`config.mk`:
```
export PLATFORM = sky130hd
export DESIGN_NAME = fsx_top
export DESIGN_NICKNAME = d
export VERILOG_FILES = /design/src/fsx_pkg.sv /design/src/fsx_crc64.sv /design/src/fsx_top.sv
export VERILOG_INCLUDE_DIRS = /design/src
export SDC_FILE = /design/constraint.sdc
export NUM_CORES = 1
export LEC_CHECK = 0
export BUFFER_PORTS_ARGS = -buffer_cell sky130_fd_sc_hd__buf_4
export CAP_MARGIN = 20
export CORE_ASPECT_RATIO = 1.25
export CORE_MARGIN = 2
export CORE_UTILIZATION = 30
export DETAILED_ROUTE_END_ITERATION = 10
export HOLD_SLACK_MARGIN = 0.03
export PLACE_DENSITY_LB_ADDON = 0.12
export SLEW_MARGIN = 20
export SYNTH_ARGS = -nofsm -noshare
export SYNTH_HDL_FRONTEND = slang
export SYNTH_SLANG_ARGS = --single-unit
```
`constraint.sdc`:
```
create_clock -name clk_in -period 17.1 [get_ports clk_in]
set_clock_uncertainty 0.15 [all_clocks]
set_input_delay 4.275 -clock clk_in [delete_from_list [all_inputs] [get_ports clk_in]]
set_output_delay 4.275 -clock clk_in [all_outputs]
set_load 0.02 [all_outputs]
```
`src/fsx_cfg.svh`:
```
// Offsets, codes, reset values and counts of the flash command front end
`ifndef FSX_CFG_SVH
`define FSX_CFG_SVH

// ----------------------------------------------------------------------
// Command codes (plain defaults)
// ----------------------------------------------------------------------
`define FSX_OP_READ 8'h03
`define FSX_OP_FAST_READ 8'h0B
`define FSX_OP_RD_STATUS 8'h05
`define FSX_OP_RD_FLAGS 8'h70
`define FSX_OP_PROGRAM 8'h02
`define FSX_OP_SEC_ERASE 8'hD8
`define FSX_OP_SUB_ERASE 8'h20
`define FSX_OP_WR_STATUS 8'h01
`define FSX_OP_WR_NVCFG 8'hB1
`define FSX_OP_OTP_PROG 8'h42
`define FSX_OP_CHIP_ERASE 8'hC7
`define FSX_OP_WR_VCFG 8'h81
`define FSX_OP_WR_EVCFG 8'h61
`define FSX_OP_WR_ENABLE 8'h06
`define FSX_OP_WR_DISABLE 8'h04
`define FSX_OP_CLR_FLAGS 8'h50
`define FSX_OP_WR_LOCK 8'hE5
`define FSX_OP_SUSPEND 8'h75
`define FSX_OP_RESUME 8'h7A

// ----------------------------------------------------------------------
// Range check sequence
// ----------------------------------------------------------------------
`define FSX_CRC_ACTIVATE 8'h9B
`define FSX_CRC_SUBCMD 8'h27
`define FSX_CRC_RANGE_OPT 8'hFE
`define FSX_CRC_SEQ_BITS 8'h98
`define FSX_CRC_EXP_FIRST 5'h03
`define FSX_CRC_EXP_LAST 5'h0A
`define FSX_CRC_START_FIRST 5'h0B
`define FSX_CRC_START_LAST 5'h0E
`define FSX_CRC_STOP_FIRST 5'h0F
`define FSX_CRC_STOP_LAST 5'h12
`define FSX_CRC_POLY 64'h42F0E1EBA9EA3693
`define FSX_CRC_INIT 64'h0000000000000000

// ----------------------------------------------------------------------
// Frame layout, field positions and reset values
// ----------------------------------------------------------------------
`define FSX_ADDR_END_CMD 8'h20
`define FSX_ADDR_END_XIP 8'h18
`define FSX_OPCODE_BITS 8'h08
`define FSX_BIT_SAT 8'hF0
`define FSX_VCFG_XIP_BIT 3
`define FSX_NVCFG_XIP_OFF 3'h7
`define FSX_SYNC_RST 7'h41
`define FSX_WIDTH_DUAL 2'h1
`define FSX_WIDTH_QUAD 2'h2

`endif

```
`src/fsx_pkg.sv`:
```
// Types shared by the flash command front end
package fsx_pkg;

	typedef enum logic [1:0] {
		ST_STANDBY = 2'h0,
		ST_BUSY = 2'h1,
		ST_PGM_SUSP = 2'h3,
		ST_ERS_SUSP = 2'h2
	} fsx_state_t;

	typedef enum logic [3:0] {
		CL_NONE = 4'h0,
		CL_READ_MEM = 4'h1,
		CL_READ_STAT = 4'h2,
		CL_PROGRAM = 4'h3,
		CL_ERASE = 4'h4,
		CL_WR_STBY = 4'h5,
		CL_WR_VOL = 4'h6,
		CL_SUSPEND = 4'h7,
		CL_RESUME = 4'h8,
		CL_CRC = 4'h9
	} fsx_class_t;

	typedef enum logic [1:0] {
		CS_IDLE = 2'h0,
		CS_REQ = 2'h1,
		CS_WAIT = 2'h3,
		CS_CMP = 2'h2
	} fsx_crc_state_t;

endpackage

```
`src/fsx_crc64.sv`:
```
// Byte-wide CRC-64 accumulator, bits fed from least significant upward
`include "fsx_cfg.svh"

module fsx_crc64 (
	input wire logic clk_in,
	input wire logic rst_in,
	input wire logic ce_in,
	input wire logic init_in,
	input wire logic en_in,
	input wire logic [7:0] byte_in,
	output logic [63:0] crc_out
);

	logic [63:0] crc_d;

	always_comb begin
		crc_d = crc_out;
		for (int i = 0; i < 8; i++) begin
			if (crc_d[63] ^ byte_in[i]) begin
				crc_d = {crc_d[62:0], 1'b0} ^ `FSX_CRC_POLY;
			end else begin
				crc_d = {crc_d[62:0], 1'b0};
			end
		end
	end

	always_ff @(posedge clk_in or posedge rst_in) begin
		if (rst_in) begin
			crc_out <= `FSX_CRC_INIT;
		end else if (ce_in) begin
			if (init_in) begin
				crc_out <= `FSX_CRC_INIT;
			end else if (en_in) begin
				crc_out <= crc_d;
			end
		end
	end

endmodule // fsx_crc64

```
`src/fsx_top.sv`:
```
// Serial flash command acceptance, range checksum and execute-in-place
//
// Notes on behaviour
// - Range check opens with 9Bh, 27h, then FEh selecting a bounded range.
// - Bytes four to eleven give the expected 64-bit checksum, low byte first.
// - Bytes twelve to fifteen give the start byte address, low byte first.
// - Bytes sixteen to nineteen give the stop byte address, low byte first.
// - Checksum work starts only on chip select rising after the last byte.
// - Checksum is CRC-64 ECMA, zero start, each byte fed LSB first.
// - Result compared with expected; pass or fail shown in flag bit four.
// - Readback cleared at check start; holds result only when check fails.
// - One device state at a time; standby takes all but suspend and resume.
// - Sector matters only in erase suspend: no program in suspended sector.
// - Array reads refused while busy, allowed in standby and suspends.
// - Status and flag status reads allowed in every state.
// - Array program allowed only in standby and erase suspend.
// - Sector and subsector erase allowed only from standby.
// - Status, nonvolatile, one-time writes and chip erase only in standby.
// - Volatile writes, enable, flag clear, lock allowed except while busy.
// - Suspend requests taken only while busy, status and nonvolatile writes included.
// - Clear volatile bit three, then confirm bit low in fast read: enter.
// - In execute-in-place each frame starts with address, no opcode.
// - Confirm bit high leaves execute-in-place and sets volatile bit three.
// - Nonvolatile bits eleven to nine select execute-in-place at power-up.
// - Confirm bit is data line zero on first dummy cycle of a fast read.
// - Other data lines are ignored during that first dummy cycle.
// - Reset pin low reloads execute-in-place from nonvolatile bits; in quad only while deselected.
`include "fsx_cfg.svh"

module fsx_top (
	input wire logic clk_in,
	input wire logic rst_in,
	input wire logic ce_in,
	input wire logic chip_select_n_in,
	input wire logic serial_clock_in,
	input wire logic [3:0] data_line_in,
	input wire logic reset_pin_n_in,
	input wire logic reset_pin_enable_in,
	input wire logic [1:0] proto_width_in,
	input wire logic [2:0] nvcfg_xip_in,
	input wire logic op_done_in,
	input wire logic crc_rd_valid_in,
	input wire logic [7:0] crc_rd_data_in,
	output logic cmd_accept_out,
	output logic cmd_reject_out,
	output fsx_pkg::fsx_class_t cmd_class_out,
	output logic op_start_out,
	output logic [23:0] op_addr_out,
	output fsx_pkg::fsx_state_t dev_state_out,
	output logic execute_in_place_out,
	output logic vcfg_xip_bit_out,
	output logic crc_busy_out,
	output logic crc_fail_flag_out,
	output logic [63:0] crc_readback_register_out,
	output logic crc_rd_req_out,
	output logic [31:0] crc_rd_addr_out
);

	// ------------------------------------------------------------------
	// Pin synchronisers and edge detection
	// ------------------------------------------------------------------
	logic [6:0] sync1_q, sync2_q;
	logic sclk_prev_q, cs_prev_q;

	always_ff @(posedge clk_in or posedge rst_in) begin
		if (rst_in) begin
			sync1_q <= `FSX_SYNC_RST;
			sync2_q <= `FSX_SYNC_RST;
			sclk_prev_q <= 1'b0;
			cs_prev_q <= 1'b1;
		end else if (ce_in) begin
			sync1_q <= {reset_pin_n_in, data_line_in, serial_clock_in,
				chip_select_n_in};
			sync2_q <= sync1_q;
			sclk_prev_q <= sync2_q[1];
			cs_prev_q <= sync2_q[0];
		end
	end

	wire cs_n_s = sync2_q[0];
	wire sclk_s = sync2_q[1];
	wire [3:0] dq_s = sync2_q[5:2];
	wire data_line_zero = dq_s[0];
	wire reset_pin_n_s = sync2_q[6];
	wire sclk_rise = sclk_s & ~sclk_prev_q & ~cs_n_s;
	wire cs_fall = cs_prev_q & ~cs_n_s;
	wire cs_rise = ~cs_prev_q & cs_n_s;
	wire quad = proto_width_in == `FSX_WIDTH_QUAD;
	wire dual = proto_width_in == `FSX_WIDTH_DUAL;

	// ------------------------------------------------------------------
	// Decoding functions
	// ------------------------------------------------------------------
	function automatic fsx_pkg::fsx_class_t fsx_class(input logic [7:0] op);
		case (op)
			`FSX_OP_READ, `FSX_OP_FAST_READ: fsx_class = fsx_pkg::CL_READ_MEM;
			`FSX_OP_RD_STATUS, `FSX_OP_RD_FLAGS:
				fsx_class = fsx_pkg::CL_READ_STAT;
			`FSX_OP_PROGRAM: fsx_class = fsx_pkg::CL_PROGRAM;
			`FSX_OP_SEC_ERASE, `FSX_OP_SUB_ERASE: fsx_class = fsx_pkg::CL_ERASE;
			`FSX_OP_WR_STATUS, `FSX_OP_WR_NVCFG, `FSX_OP_OTP_PROG,
			`FSX_OP_CHIP_ERASE: fsx_class = fsx_pkg::CL_WR_STBY;
			`FSX_OP_WR_VCFG, `FSX_OP_WR_EVCFG, `FSX_OP_WR_ENABLE,
			`FSX_OP_WR_DISABLE, `FSX_OP_CLR_FLAGS, `FSX_OP_WR_LOCK:
				fsx_class = fsx_pkg::CL_WR_VOL;
			`FSX_OP_SUSPEND: fsx_class = fsx_pkg::CL_SUSPEND;
			`FSX_OP_RESUME: fsx_class = fsx_pkg::CL_RESUME;
			`FSX_CRC_ACTIVATE: fsx_class = fsx_pkg::CL_CRC;
			default: fsx_class = fsx_pkg::CL_NONE;
		endcase
	endfunction

	function automatic logic fsx_allowed(input fsx_pkg::fsx_class_t cls,
		input fsx_pkg::fsx_state_t st, input logic susp_hit);
		case (cls)
			fsx_pkg::CL_READ_MEM: fsx_allowed = st != fsx_pkg::ST_BUSY;
			fsx_pkg::CL_READ_STAT: fsx_allowed = 1'b1;
			fsx_pkg::CL_PROGRAM: fsx_allowed = st == fsx_pkg::ST_STANDBY ||
				(st == fsx_pkg::ST_ERS_SUSP && !susp_hit);
			fsx_pkg::CL_ERASE, fsx_pkg::CL_WR_STBY, fsx_pkg::CL_CRC:
				fsx_allowed = st == fsx_pkg::ST_STANDBY;
			fsx_pkg::CL_WR_VOL: fsx_allowed = st != fsx_pkg::ST_BUSY;
			fsx_pkg::CL_SUSPEND: fsx_allowed = st == fsx_pkg::ST_BUSY;
			fsx_pkg::CL_RESUME: fsx_allowed = st == fsx_pkg::ST_PGM_SUSP ||
				st == fsx_pkg::ST_ERS_SUSP;
			default: fsx_allowed = 1'b0;
		endcase
	endfunction

	// ------------------------------------------------------------------
	// Frame shifter
	// ------------------------------------------------------------------
	logic [7:0] bit_cnt_q, shift_q, op_q, data1_q;
	logic [23:0] addr_q;
	logic xip_frame_q, conf_done_q, crc_seq_q, xip_q, vcfg_bit_q;
	logic [63:0] exp_q;
	logic [31:0] start_q, stop_q;

	wire [7:0] step = quad ? 8'h04 : dual ? 8'h02 : 8'h01;
	wire [7:0] next_cnt = bit_cnt_q + step;
	wire [7:0] shift_d = quad ? {shift_q[3:0], dq_s} :
		dual ? {shift_q[5:0], dq_s[1:0]} : {shift_q[6:0], dq_s[0]};
	wire fast_frame = !xip_frame_q && op_q == `FSX_OP_FAST_READ &&
		bit_cnt_q >= `FSX_OPCODE_BITS;
	wire [7:0] addr_end = xip_frame_q ? `FSX_ADDR_END_XIP : `FSX_ADDR_END_CMD;
	wire conf_edge = sclk_rise && (xip_frame_q || fast_frame) &&
		bit_cnt_q == addr_end && !conf_done_q;
	wire byte_edge = sclk_rise && !conf_edge && !conf_done_q &&
		next_cnt[2:0] == 3'h0 && bit_cnt_q < `FSX_BIT_SAT;
	wire [4:0] byte_idx = bit_cnt_q[7:3];
	wire addr_byte = xip_frame_q ? byte_idx < 5'h03 :
		(byte_idx >= 5'h01 && byte_idx <= 5'h03);
	wire in_exp = byte_idx >= `FSX_CRC_EXP_FIRST &&
		byte_idx <= `FSX_CRC_EXP_LAST;
	wire in_start = byte_idx >= `FSX_CRC_START_FIRST &&
		byte_idx <= `FSX_CRC_START_LAST;
	wire in_stop = byte_idx >= `FSX_CRC_STOP_FIRST &&
		byte_idx <= `FSX_CRC_STOP_LAST;
	wire cmd_byte = byte_edge && !xip_frame_q;

	always_ff @(posedge clk_in or posedge rst_in) begin
		if (rst_in) begin
			bit_cnt_q <= 8'h00;
			shift_q <= 8'h00;
			conf_done_q <= 1'b0;
			xip_frame_q <= 1'b0;
		end else if (ce_in) begin
			if (cs_fall) begin
				bit_cnt_q <= 8'h00;
				conf_done_q <= 1'b0;
				xip_frame_q <= xip_q;
			end else if (conf_edge) begin
				conf_done_q <= 1'b1;
			end else if (sclk_rise && bit_cnt_q < `FSX_BIT_SAT) begin
				bit_cnt_q <= next_cnt;
				shift_q <= shift_d;
			end
		end
	end

	always_ff @(posedge clk_in or posedge rst_in) begin
		if (rst_in) begin
			op_q <= 8'h00;
			data1_q <= 8'h00;
			addr_q <= 24'h000000;
			crc_seq_q <= 1'b0;
		end else if (ce_in) begin
			if (cs_fall) begin
				op_q <= 8'h00;
				crc_seq_q <= 1'b0;
			end else if (byte_edge) begin
				if (cmd_byte && byte_idx == 5'h00) begin
					op_q <= shift_d;
				end
				if (cmd_byte && byte_idx == 5'h01) begin
					data1_q <= shift_d;
					crc_seq_q <= op_q == `FSX_CRC_ACTIVATE &&
						shift_d == `FSX_CRC_SUBCMD;
				end
				if (cmd_byte && byte_idx == 5'h02) begin
					crc_seq_q <= crc_seq_q && shift_d == `FSX_CRC_RANGE_OPT;
				end
				if (addr_byte) begin
					addr_q <= {addr_q[15:0], shift_d};
				end
			end
		end
	end

	always_ff @(posedge clk_in or posedge rst_in) begin
		if (rst_in) begin
			exp_q <= 64'h0000000000000000;
			start_q <= 32'h00000000;
			stop_q <= 32'h00000000;
		end else if (ce_in && cmd_byte && crc_seq_q) begin
			if (in_exp) begin
				exp_q <= {shift_d, exp_q[63:8]};
			end
			if (in_start) begin
				start_q <= {shift_d, start_q[31:8]};
			end
			if (in_stop) begin
				stop_q <= {shift_d, stop_q[31:8]};
			end
		end
	end

	// ------------------------------------------------------------------
	// Command decision at deselect
	// ------------------------------------------------------------------
	fsx_pkg::fsx_state_t state_q;
	fsx_pkg::fsx_crc_state_t crc_st_q;
	logic [7:0] ers_sector_q;
	logic ers_kind_q, nest_q, boot_q;

	wire fsx_pkg::fsx_class_t cls = fsx_class(op_q);
	wire susp_hit = addr_q[23:16] == ers_sector_q;
	wire needs_addr = cls == fsx_pkg::CL_READ_MEM ||
		cls == fsx_pkg::CL_PROGRAM || cls == fsx_pkg::CL_ERASE;
	wire complete = cls == fsx_pkg::CL_CRC ?
		(crc_seq_q && bit_cnt_q == `FSX_CRC_SEQ_BITS) :
		(!needs_addr || bit_cnt_q >= `FSX_ADDR_END_CMD);
	wire decide = cs_rise && !xip_frame_q && bit_cnt_q >= `FSX_OPCODE_BITS;
	wire grant = decide && complete && fsx_allowed(cls, state_q, susp_hit) &&
		!(cls == fsx_pkg::CL_CRC && crc_st_q != fsx_pkg::CS_IDLE);
	wire starts_op = cls == fsx_pkg::CL_PROGRAM || cls == fsx_pkg::CL_ERASE ||
		cls == fsx_pkg::CL_WR_STBY;
	wire crc_go = grant && cls == fsx_pkg::CL_CRC;
	wire flag_clear = grant && op_q == `FSX_OP_CLR_FLAGS;
	wire pin_rst = reset_pin_enable_in && !reset_pin_n_s &&
		(!quad || cs_n_s);
	wire load_boot = boot_q || pin_rst;

	always_ff @(posedge clk_in or posedge rst_in) begin
		if (rst_in) begin
			cmd_accept_out <= 1'b0;
			cmd_reject_out <= 1'b0;
			cmd_class_out <= fsx_pkg::CL_NONE;
			op_start_out <= 1'b0;
			op_addr_out <= 24'h000000;
		end else if (ce_in) begin
			cmd_accept_out <= grant;
			cmd_reject_out <= decide && !grant;
			op_start_out <= grant && starts_op;
			if (decide) begin
				cmd_class_out <= cls;
				op_addr_out <= addr_q;
			end
		end
	end

	// Nested program inside erase suspend returns to erase suspend
	always_ff @(posedge clk_in or posedge rst_in) begin
		if (rst_in) begin
			state_q <= fsx_pkg::ST_STANDBY;
			ers_sector_q <= 8'h00;
			ers_kind_q <= 1'b0;
			nest_q <= 1'b0;
		end else if (ce_in) begin
			if (pin_rst) begin
				state_q <= fsx_pkg::ST_STANDBY;
				nest_q <= 1'b0;
			end else if (op_done_in && state_q == fsx_pkg::ST_BUSY) begin
				state_q <= nest_q ? fsx_pkg::ST_ERS_SUSP : fsx_pkg::ST_STANDBY;
				nest_q <= 1'b0;
			end else if (grant) begin
				case (cls)
					fsx_pkg::CL_PROGRAM, fsx_pkg::CL_ERASE,
					fsx_pkg::CL_WR_STBY: begin
						state_q <= fsx_pkg::ST_BUSY;
						nest_q <= state_q == fsx_pkg::ST_ERS_SUSP;
						if (state_q == fsx_pkg::ST_STANDBY) begin
							ers_sector_q <= addr_q[23:16];
							ers_kind_q <= op_q == `FSX_OP_SEC_ERASE;
						end
					end
					fsx_pkg::CL_SUSPEND: begin
						state_q <= (ers_kind_q && !nest_q) ?
							fsx_pkg::ST_ERS_SUSP : fsx_pkg::ST_PGM_SUSP;
					end
					fsx_pkg::CL_RESUME: begin
						state_q <= fsx_pkg::ST_BUSY;
					end
					default: begin
						state_q <= state_q;
					end
				endcase
			end
		end
	end

	// ------------------------------------------------------------------
	// Execute-in-place control
	// ------------------------------------------------------------------
	always_ff @(posedge clk_in or posedge rst_in) begin
		if (rst_in) begin
			boot_q <= 1'b1;
			xip_q <= 1'b0;
			vcfg_bit_q <= 1'b1;
		end else if (ce_in) begin
			boot_q <= 1'b0;
			if (load_boot) begin
				xip_q <= nvcfg_xip_in != `FSX_NVCFG_XIP_OFF;
				vcfg_bit_q <= 1'b1;
			end else if (conf_edge && xip_frame_q && data_line_zero) begin
				xip_q <= 1'b0;
				vcfg_bit_q <= 1'b1;
			end else if (conf_edge && !xip_frame_q && !vcfg_bit_q &&
				!data_line_zero && state_q != fsx_pkg::ST_BUSY) begin
				xip_q <= 1'b1;
			end else if (grant && op_q == `FSX_OP_WR_VCFG) begin
				vcfg_bit_q <= data1_q[`FSX_VCFG_XIP_BIT];
			end
		end
	end

	always_ff @(posedge clk_in or posedge rst_in) begin
		if (rst_in) begin
			dev_state_out <= fsx_pkg::ST_STANDBY;
			execute_in_place_out <= 1'b0;
			vcfg_xip_bit_out <= 1'b1;
			crc_busy_out <= 1'b0;
		end else if (ce_in) begin
			dev_state_out <= state_q;
			execute_in_place_out <= xip_q;
			vcfg_xip_bit_out <= vcfg_bit_q;
			crc_busy_out <= crc_st_q != fsx_pkg::CS_IDLE || crc_go;
		end
	end

	// ------------------------------------------------------------------
	// Range checksum walk
	// ------------------------------------------------------------------
	logic [31:0] cur_q;
	logic [63:0] crc_val;

	wire crc_feed = crc_st_q == fsx_pkg::CS_WAIT && crc_rd_valid_in;
	wire crc_fail = crc_val != exp_q;

	fsx_crc64 u_crc (
		.clk_in(clk_in),
		.rst_in(rst_in),
		.ce_in(ce_in),
		.init_in(crc_go),
		.en_in(crc_feed),
		.byte_in(crc_rd_data_in),
		.crc_out(crc_val)
	);

	always_ff @(posedge clk_in or posedge rst_in) begin
		if (rst_in) begin
			crc_st_q <= fsx_pkg::CS_IDLE;
			cur_q <= 32'h00000000;
			crc_rd_req_out <= 1'b0;
			crc_rd_addr_out <= 32'h00000000;
		end else if (ce_in) begin
			crc_rd_req_out <= 1'b0;
			if (pin_rst) begin
				crc_st_q <= fsx_pkg::CS_IDLE;
			end else begin
				case (crc_st_q)
					fsx_pkg::CS_IDLE: if (crc_go) begin
						cur_q <= start_q;
						crc_st_q <= fsx_pkg::CS_REQ;
					end
					fsx_pkg::CS_REQ: begin
						crc_rd_req_out <= 1'b1;
						crc_rd_addr_out <= cur_q;
						crc_st_q <= fsx_pkg::CS_WAIT;
					end
					fsx_pkg::CS_WAIT: if (crc_rd_valid_in) begin
						cur_q <= cur_q + 32'h00000001;
						crc_st_q <= cur_q == stop_q ? fsx_pkg::CS_CMP :
							fsx_pkg::CS_REQ;
					end
					default: crc_st_q <= fsx_pkg::CS_IDLE;
				endcase
			end
		end
	end

	always_ff @(posedge clk_in or posedge rst_in) begin
		if (rst_in) begin
			crc_fail_flag_out <= 1'b0;
			crc_readback_register_out <= 64'h0000000000000000;
		end else if (ce_in) begin
			if (pin_rst || crc_go) begin
				crc_readback_register_out <= 64'h0000000000000000;
			end else if (crc_st_q == fsx_pkg::CS_CMP) begin
				crc_readback_register_out <= crc_fail ? crc_val :
					64'h0000000000000000;
			end
			if (pin_rst) begin
				crc_fail_flag_out <= 1'b0;
			end else if (crc_st_q == fsx_pkg::CS_CMP) begin
				crc_fail_flag_out <= crc_fail;
			end else if (flag_clear) begin
				crc_fail_flag_out <= 1'b0;
			end
		end
	end
endmodule // fsx_top
```
==> impl_metrics.env, run 1 <==
export IMPL_finalNetCount=1940
export IMPL_grt_overflow=0
export IMPL_grt_max_degree=179
export IMPL_drt_total_wl_um=63500
export IMPL_rsz0062_at_grt="false"
export IMPL_arrival_ps=7830
export IMPL_wl_per_cell_um=22.0
export IMPL_ant_nets=0
export IMPL_synth_top_cell_by_area="dfrtp_1"
export IMPL_drv_cap=0
export IMPL_fin_setup_tns_ps=0
export IMPL_post_synth_num_cell_types=79
export IMPL_cp_end_kind="flip-flop"
export IMPL_reg2reg_depth=8
export IMPL_powerDensity_nw_per_um2=106
export IMPL_area_growth_syn_to_layout_pct=19.8
export IMPL_routabilityCongestion=0.829
export IMPL_grt_pass1_vias=14800
export IMPL_track_usage=0.180
export IMPL_cts_sinks=442
export IMPL_die_area_um2=71600
export IMPL_critPathLaunch="proto_width_in[1]"
export IMPL_r2r_slack_ps=13150
export IMPL_max_slew_margin=0.383
export IMPL_async_flop_share=1.00
export IMPL_cts_buffers_inserted=50
export IMPL_final_common_cell="dfrtp_1"
export IMPL_yosys_warnings=0
export IMPL_num_rows=108
export IMPL_pre_cts_ws_ps=8720
export IMPL_holdWs_ps=341
export IMPL_viasPerCell=4.93
export IMPL_synth_yosys_seq_area_share=0.531
export IMPL_cp_start_kind="input pin"
export IMPL_drc=0
export IMPL_ir_drop_v=0.0000643
export IMPL_start_util=0.302
export IMPL_path_clk_slew_ps=60
export IMPL_io_pins=160
export IMPL_antenna_found_initial=0
export IMPL_cts_max_path_buffers=3
export IMPL_synth_edf_count=0
export IMPL_worstReg2RegStart="op_q[0]$_DFFE_PP0P_"
export IMPL_ys_flop_type="dfrtp_1"
export IMPL_yosysTopAreaCellShare=0.521
export IMPL_ys_ff_latch=442
export IMPL_setup_viol=0
export IMPL_syn_area_per_cell_um2=11.8
export IMPL_period_minus_slack_ps=7500
export IMPL_grt_pass1_wl_um=97900
export IMPL_fin_crit_sh=0.438
export IMPL_coreArea_um2=69100
export IMPL_cts_setup_buffers=0
export IMPL_holdBufCountCts=0
export IMPL_p_leak_nw=12.0
export IMPL_report_final_slew_viol_count=0
export IMPL_worstMarginPinSlew_ps=916
export IMPL_critPathCapture="addr_q[2]$_DFFE_PP0P_"
export IMPL_dr_pass1_iters=5
export IMPL_clock_fmax_mhz=133
export IMPL_clockRootBuffer="clkbuf_16"
export IMPL_fin_ws_ps=9600
export IMPL_clk_latency_ps=600
export IMPL_multiInputGateArea_um2=9350
export IMPL_cts_tree="yes"
export IMPL_synth_area_top_cells="dfrtp_1, mux2_2, xor2_1"
export IMPL_drive_gt1_frac=0.287
export IMPL_r2r_end="ers_sector_q[0]$_DFFE_PP0P_"
export IMPL_drtIter0Drc=916
export IMPL_crit_fanout=25
export IMPL_min_path_type="reg -> reg"
export IMPL_ctsResizeCount=0
export IMPL_synth_nets=1798
export IMPL_postSynthCellCount=1765
export IMPL_worst_setup_path_type="in -> reg"
export IMPL_crit_required_ps=17430
export IMPL_port_buffers=159
export IMPL_status="finished clean"
export IMPL_n_antenna_cell=0
export IMPL_min_from="crc_rd_addr_out[12]$_DFFE_PP0P_"
export IMPL_vias=14200
export IMPL_finalHoldViolCount=0
export IMPL_fill_cells=6813
export IMPL_dieHeight_um=299
export IMPL_hpwlAfterDp_um=44300
export IMPL_netlist_area_um2=20800
export IMPL_die_w_um=240
export IMPL_final_cell_mix="dfrtp_1, mux2_2, buf_4"
export IMPL_htreeDepth=2
export IMPL_area_sequential_um2=11100
==> worst max-delay path, stage by stage <==
cell,delay (ps)
buf_4,120
inv_1,50
ha_1,460
fa_1,520
or4_1,540
nor4_1,750
and3_2,720
mux2_2,400
==> per-stage QoR <==
stage | utilization | total power, mW | cell area, µm² | std cells
4_1_cts | 0.361 | 2.68 | 24900 | 2883
3_3_place_gp | 0.335 | 1.47 | 23100 | 2789
6_report | 0.362 | 2.64 | 25000 | 2884
2_1_floorplan | - | 1.34 | 20800 | 1765
5_1_grt | 0.362 | 2.75 | 25000 | 2884
3_5_place_dp | 0.335 | 1.47 | 23100 | 2789
==> cells in the mapped netlist (13+ instances only) <==
| master | number |
|---|---|
| dfrtp_1 | 434 |
| mux2_2 | 233 |
| xor2_1 | 134 |
| nand2_1 | 130 |
| o21ai_0 | 106 |
| xnor2_1 | 100 |
| a22o_1 | 75 |
| clkbuf_1 | 74 |
| a21oi_1 | 70 |
| nor2_1 | 60 |
| nand3_1 | 35 |
| nor4_1 | 33 |
| inv_1 | 21 |
| nand4_1 | 19 |
| nor3_1 | 18 |
| buf_2 | 17 |
| o22ai_1 | 16 |
| and3_1 | 13 |
==> final cells by class <==
| cell class | count | area share |
|---|---|---|
| flip-flops and latches | 442 | 0.443 |
| multi-input cells | 1202 | 0.375 |
| repair buffers | 190 | 0.0586 |
| clock inverters | 32 | 0.0182 |
| clock buffers | 62 | 0.0552 |
| well taps | 935 | 0.0468 |
| inverters | 21 | 0.00346 |
==> logic make-up (layout without fill, tap and decap cells) <==
kind of cell    count (synthesis)  count (layout)  share of synthesized area
mux                           245             245                      0.132
xor+xnor                      252             252                      0.118
flops                         442             442                      0.531
compound gates                329             329                      0.102
buf+inv                       121             305                     0.0230
fa+ha+maj                       7               7                    0.00456
simple gates                  369             369                     0.0891
==> state kept, by name (all words and copies together) (netlist names), 8 cells and up <==
register,count
crc_readback_register_out,64
exp_q,64
u_crc.crc_out,64
crc_rd_addr_out,32
cur_q,32
start_q,32
stop_q,32
addr_q,24
op_addr_out,24
bit_cnt_q,8
ers_sector_q,8
op_q,8
==> report_power, final <==
group / total (mW) / internal (mW) / switching (mW)
Clock: 1.19 / 0.726 / 0.467
Sequential: 1.13 / 1.08 / 0.0488
Combinational: 0.311 / 0.122 / 0.188
==> routing by layer <==
metal / share of wire / GRT usage
met1: 0.44 / 0.236
met2: 0.50 / 0.307
met3: 0.037 / 0.0281
met4: 0.025 / 0.0500
met5: 0 / 0
==> worst min-delay path by stage <==
stage / to / cells after the start
detailed placement: crc_rd_addr_out[23]$_DFFE_PP0P_ / 2
finish: crc_rd_addr_out[12]$_DFFE_PP0P_ / 2
global placement: crc_rd_addr_out[23]$_DFFE_PP0P_ / 2
CTS: boot_q$_DFFE_PP1P_ / 1
floorplan: boot_q$_DFFE_PP1P_ / 1
global route: boot_q$_DFFE_PP1P_ / 1
Power figures use the tool's default switching activity.
==> run 2: changes to the inputs <==
Clock period 17.1 ns to 6.05 ns, I/O delays scaled along.
==> run 2 against run 1 <==
Compared with the run above:
- critical path depth is 3 higher
- non-clock buffer count is 11 higher
- final area is 0.19% higher
- clock-buffer cell count is 12 higher
- die area stayed put
- global-route usage is 0.19 points higher
- hold slack worse by 3.1 ps
- sequential power grew to 2.8 times the previous value
- worst setup slack worse by 8200 ps
- clock power grew to 2.7 times the previous value
- first-iteration DRC count is 10% higher
- highest routed layer unchanged
==> impl_metrics.env, run 2 (same netlist as run 1, synthesis figures left out) <==
export IMPL_status="finished clean"
export IMPL_ir_drop_v=0.000217
export IMPL_start_util=0.302
export IMPL_totalPowerFinal_mw=7.36
export IMPL_dr_pass1_iters=7
export IMPL_vias=14400
export IMPL_grt_pass1_vias=14700
export IMPL_p_leak_nw=12.0
export IMPL_holdBufCountCts=0
export IMPL_clockRootBuffer="clkbuf_16"
export IMPL_placed_area_um2=23200
export IMPL_cts_buffers_inserted=51
export IMPL_worst_setup_path_type="in -> reg"
export IMPL_slowest_delay_ps=610
export IMPL_layout_cells_non_filler=2895
export IMPL_die_area_um2=71600
export IMPL_arrival_ps=4950
export IMPL_path_clk_slew_ps=60
export IMPL_crit_chain="buf_4 > inv_1 > ha_1 > ha_1 > fa_1 > xor2_1 > or4_1 > nor4_1 > and3_2 > buf_12 > mux2_2"
export IMPL_holdWs_ps=338
export IMPL_drtIter0Drc=1011
export IMPL_hpwlAfterDp_um=45500
export IMPL_power_frac_clock=0.445
export IMPL_p_comb_frac=0.120
export IMPL_dp_cells=2801
export IMPL_port_buffers=159
export IMPL_n_antenna_cell=0
export IMPL_fin_setup_tns_ps=0
export IMPL_cts_setup_buffers=0
export IMPL_rsz0062_at_grt="false"
export IMPL_cts_tree="yes"
export IMPL_drv_cap=0
export IMPL_die_w_um=240
export IMPL_critPathTopFamily="simple AND/OR/NAND/NOR gates"
export IMPL_report_final_slew_viol_count=0
export IMPL_viasPerCell=4.98
export IMPL_pre_cts_ws_ps=868
export IMPL_fin_ws_ps=1440
export IMPL_finalHoldViolCount=0
export IMPL_p_sw_mw=1.98
export IMPL_drc=0
export IMPL_period_minus_slack_ps=4610
export IMPL_cpMaxStageDelayCell="and3_2"
export IMPL_cts_max_path_buffers=3
export IMPL_clock_fmax_mhz=217
export IMPL_grt_overflow=0
export IMPL_ant_nets=0
export IMPL_fin_util=0.362
export IMPL_worstMarginPinSlew_ps=1070
export IMPL_area_growth_syn_to_layout_pct=20.0
export IMPL_final_cell_mix="dfrtp_1, mux2_2, buf_4"
export IMPL_min_path_type="reg -> reg"
export IMPL_cp_start_kind="input pin"
export IMPL_io_pins=160
export IMPL_wl_per_cell_um=22.2
export IMPL_drive_gt1_frac=0.288
export IMPL_dieHeight_um=299
export IMPL_final_area_um2=25000
export IMPL_grt_pass1_wl_um=98500
export IMPL_antenna_found_initial=0
export IMPL_reg_top3="crc_readback_register_out x64, exp_q x64, u_crc.crc_out x64"
export IMPL_powerDensity_nw_per_um2=294
export IMPL_cp_end_kind="flip-flop"
export IMPL_cp_common_cell="ha_1"
export IMPL_setup_viol=0
export IMPL_crit_fanout=38
export IMPL_fin_crit_sh=0.762
export IMPL_htreeDepth=2
export IMPL_swShare=0.269
export IMPL_fill_cells=6818
export IMPL_ctsResizeCount=0
export IMPL_critPathBufInv=3
export IMPL_max_slew_margin=0.287
export IMPL_p_seq_frac=0.436
export IMPL_p_int_mw=5.38
export IMPL_coreArea_um2=69100
export IMPL_grt_max_degree=109
export IMPL_clk_latency_ps=620
export IMPL_drt_total_wl_um=64100
export IMPL_track_usage=0.182
export IMPL_routabilityCongestion=0.852
export IMPL_cts_sinks=442
export IMPL_num_rows=108
export IMPL_crit_required_ps=6390
export IMPL_finalNetCount=1952
export IMPL_final_common_cell="dfrtp_1"
[run 2: changes by cell type in the layout (fill, tap and decap cells not counted), sizes merged]
cell | before | now
buf | 190 | 201
bufinv | 10 | 6
clkbuf | 62 | 74
clkinv | 15 | 8
clkinvlp | 7 | 4
inv | 21 | 23
[run 2: final cells by class]
| class | count | area [µm²] | share of cell area |
|---|---|---|---|
| Sequential cell | 442 | 11100 | 0.442 |
| Tap cell | 935 | 1170 | 0.0468 |
| Timing Repair Buffer | 201 | 1570 | 0.0628 |
| Multi-Input combinational cell | 1202 | 9350 | 0.374 |
| Clock buffer | 74 | 1480 | 0.0593 |
| Clock inverter | 20 | 292 | 0.0117 |
| Inverter | 21 | 82.6 | 0.00330 |
[run 2: tightest hold or removal path, delay by kind of cell (launching register included)]
family	cells	cell delay, ps
AOI/OAI and AO/OA	1	60
DFF	1	340
and+or+nand+nor	1	50
[run 2: power by group through the flow]
stage                     Clock [mW]  Combinational (mW)  Sequential (mW)
after CTS                       3.38               0.896             3.21
after global routing            3.50               0.955             3.23
after detailed placement           0               0.893             3.26
final                           3.27               0.883             3.21
after global placement             0               0.885             3.26
after floorplan                    0               0.571             3.21
[run 2: per-layer routing]
layer	wire, µm	vias to the layer above	GRT usage
met3	2430	92	0.0265
li1	-	6613	-
met4	1710	0	0.0533
met1	27700	7386	0.238
met2	32300	323	0.310
met5	0	-	0
[run 2: worst paths after layout]
path,start,endpoint,slack (ps),depth (start not counted)
setup reg to reg,op_q[0]$_DFFE_PP0P_,ers_sector_q[3]$_DFFE_PP0P_,2090,8
hold / removal,crc_rd_addr_out[23]$_DFFE_PP0P_,crc_rd_addr_out[23]$_DFFE_PP0P_,340,2
min in group asynchronous,rst_in,cur_q[4]$_DFFE_PP0P_,910,2
max in group asynchronous,rst_in,sync2_q[6]$_DFFE_PP1P_,3590,4
hold reg to reg,crc_rd_addr_out[23]$_DFFE_PP0P_,crc_rd_addr_out[23]$_DFFE_PP0P_,340,2
setup / recovery,proto_width_in[0],exp_q[24]$_DFFE_PP0P_,1440,11
==> run 3: changes to the inputs <==
Clock period 6.05 ns to 4.2 ns, I/O delays scaled along.
==> run 3 against run 2 <==
Compared with the run above:
- largest cell class unchanged
- critical path type unchanged
- register-to-register slack got worse by 1700 ps
- first-iteration DRC count shrank 14%
- non-clock buffer count increased by 30
- sequential share of layout area shrank 0.37 points
- power up 40%
- critical endpoint is now exp_q[48]$_DFFE_PP0P_
- combinational power is 51% higher
- final area rose by 0.84%
- sequential power rose by 44%
==> impl_metrics.env, run 3 (same netlist as run 1, synthesis figures left out) <==
export IMPL_status="finished clean"
export IMPL_ctsResizeCount=0
export IMPL_vias=14400
export IMPL_ir_drop_v=0.000297
export IMPL_p_int_mw=7.51
export IMPL_num_rows=108
export IMPL_clk_latency_ps=600
export IMPL_fin_crit_sh=0.929
export IMPL_final_cell_mix="dfrtp_1, mux2_2, buf_4"
export IMPL_drtIter0Drc=870
export IMPL_totalPowerFinal_mw=10.3
export IMPL_crit_chain="buf_4 > inv_1 > ha_1 > ha_1 > fa_1 > xor2_1 > or4_1 > nor4_1 > buf_4 > and3_2 > buf_4 > mux2_2"
export IMPL_routabilityCongestion=0.831
export IMPL_path_clk_slew_ps=60
export IMPL_worstMarginPinSlew_ps=848
export IMPL_report_final_slew_viol_count=0
export IMPL_drt_total_wl_um=63800
export IMPL_cts_sinks=442
export IMPL_die_area_um2=71600
export IMPL_dieHeight_um=299
export IMPL_cts_setup_buffers=0
export IMPL_cts_max_path_buffers=3
export IMPL_slowest_delay_ps=440
export IMPL_coreArea_um2=69100
export IMPL_final_common_cell="dfrtp_1"
export IMPL_fin_util=0.365
export IMPL_swShare=0.271
export IMPL_area_growth_syn_to_layout_pct=21.1
export IMPL_use_met1=0.227
export IMPL_critPathBufInv=4
export IMPL_dr_pass1_iters=7
export IMPL_cp_end_kind="flip-flop"
export IMPL_reg_top3="crc_readback_register_out x64, exp_q x64, u_crc.crc_out x64"
export IMPL_drc=0
export IMPL_htreeDepth=2
export IMPL_cts_tree="yes"
export IMPL_globalRouteMet2Util=0.309
export IMPL_arrival_ps=4240
export IMPL_critPathTopFamily="simple AND/OR/NAND/NOR gates"
export IMPL_start_util=0.302
export IMPL_setup_viol=0
export IMPL_p_leak_nw=12.1
export IMPL_use_met3=0.0302
export IMPL_grt_max_degree=116
export IMPL_holdBufCountCts=0
export IMPL_max_slew_margin=0.434
export IMPL_min_path_type="in -> async"
export IMPL_crit_required_ps=4530
export IMPL_viasPerCell=4.92
export IMPL_cts_buffers_inserted=50
export IMPL_reg2reg_depth=8
export IMPL_period_minus_slack_ps=3900
export IMPL_cp_start_kind="input pin"
export IMPL_clockRootBuffer="clkbuf_16"
export IMPL_track_usage=0.180
export IMPL_p_comb_frac=0.129
export IMPL_grt_busiest_layer="met2"
export IMPL_powerDensity_nw_per_um2=409
export IMPL_grt_pass1_vias=14800
export IMPL_worst_setup_path_type="in -> reg"
export IMPL_io_pins=160
export IMPL_ant_nets=0
export IMPL_fin_setup_tns_ps=0
export IMPL_clock_fmax_mhz=256
export IMPL_finalNetCount=1981
export IMPL_n_antenna_cell=0
export IMPL_crit_fanout=10
export IMPL_cp_common_cell="buf_4"
export IMPL_port_buffers=159
export IMPL_drv_cap=0
export IMPL_die_w_um=240
export IMPL_finalHoldViolCount=0
export IMPL_grt_pass1_wl_um=97600
export IMPL_p_sw_mw=2.80
export IMPL_cp_depth=12
export IMPL_cpMaxStageDelayCell="or4_1"
export IMPL_hpwlAfterDp_um=46600
export IMPL_p_seq_frac=0.447
export IMPL_grt_overflow=0
export IMPL_rsz0062_at_grt="false"
export IMPL_drive_gt1_frac=0.297
export IMPL_antenna_found_initial=1
export IMPL_wl_per_cell_um=21.9
export IMPL_power_frac_clock=0.423
run 3: cell count changes in the layout (fill, tap and decap cells not counted), moves of 2 or more:
cell,delta
buf_12,+10
buf_4,+20
bufinv_16,-4
clkinv_2,+2
clkinvlp_4,-3
run 3: final cells by class:
cell class / count / area (µm²)
fillers: 6786 / 43800
flip-flops and latches: 442 / 11100
multi-input cells: 1202 / 9360
repair buffers: 231 / 1920
clock buffers: 74 / 1460
well taps: 935 / 1170
clock inverters: 16 / 166
inverters: 21 / 82.6
run 3: path summary, 6_finish.rpt:
kind / start / to / slack, ps
min: rst_in / crc_readback_register_out[59]$_DFFE_PP0P_ / 320
max reg2reg: op_q[0]$_DFFE_PP0P_ / ers_sector_q[1]$_DFFE_PP0P_ / 380
max: proto_width_in[0] / exp_q[48]$_DFFE_PP0P_ / 300
min in group clk_in: boot_q$_DFFE_PP1P_ / boot_q$_DFFE_PP1P_ / 350
min reg2reg: boot_q$_DFFE_PP1P_ / boot_q$_DFFE_PP1P_ / 350
max in group asynchronous: rst_in / u_crc.crc_out[20]$_DFFE_PP0P_ / 2580
run 3: per-layer routing:
layer | wire, µm | part of all wire
met4 | 2490 | 0.039
met3 | 2570 | 0.040
met1 | 26800 | 0.42
met2 | 32000 | 0.50
met5 | 14 | 0.00022
run 3: metrics by stage:
stage	cell area (µm²)	hold slack [ps]	cells	setup WS (ps)
5_1_grt	25200	311	2921	58.0
6_report	25200	318	2921	297
2_1_floorplan	20900	321	1765	-2970
3_3_place_gp	23600	329	2831	-268
4_1_cts	25200	284	2921	328
3_5_place_dp	23600	332	2831	-276
run 3: power groups by stage:
stage                     Sequential [mW]  Combinational [mW]  Clock (mW)
after floorplan                      4.62               0.825           0
after global placement               4.69                1.35           0
after detailed placement             4.70                1.35           0
after CTS                            4.62                1.36        4.53
after global routing                 4.64                1.45        4.69
final                                4.61                1.33        4.37
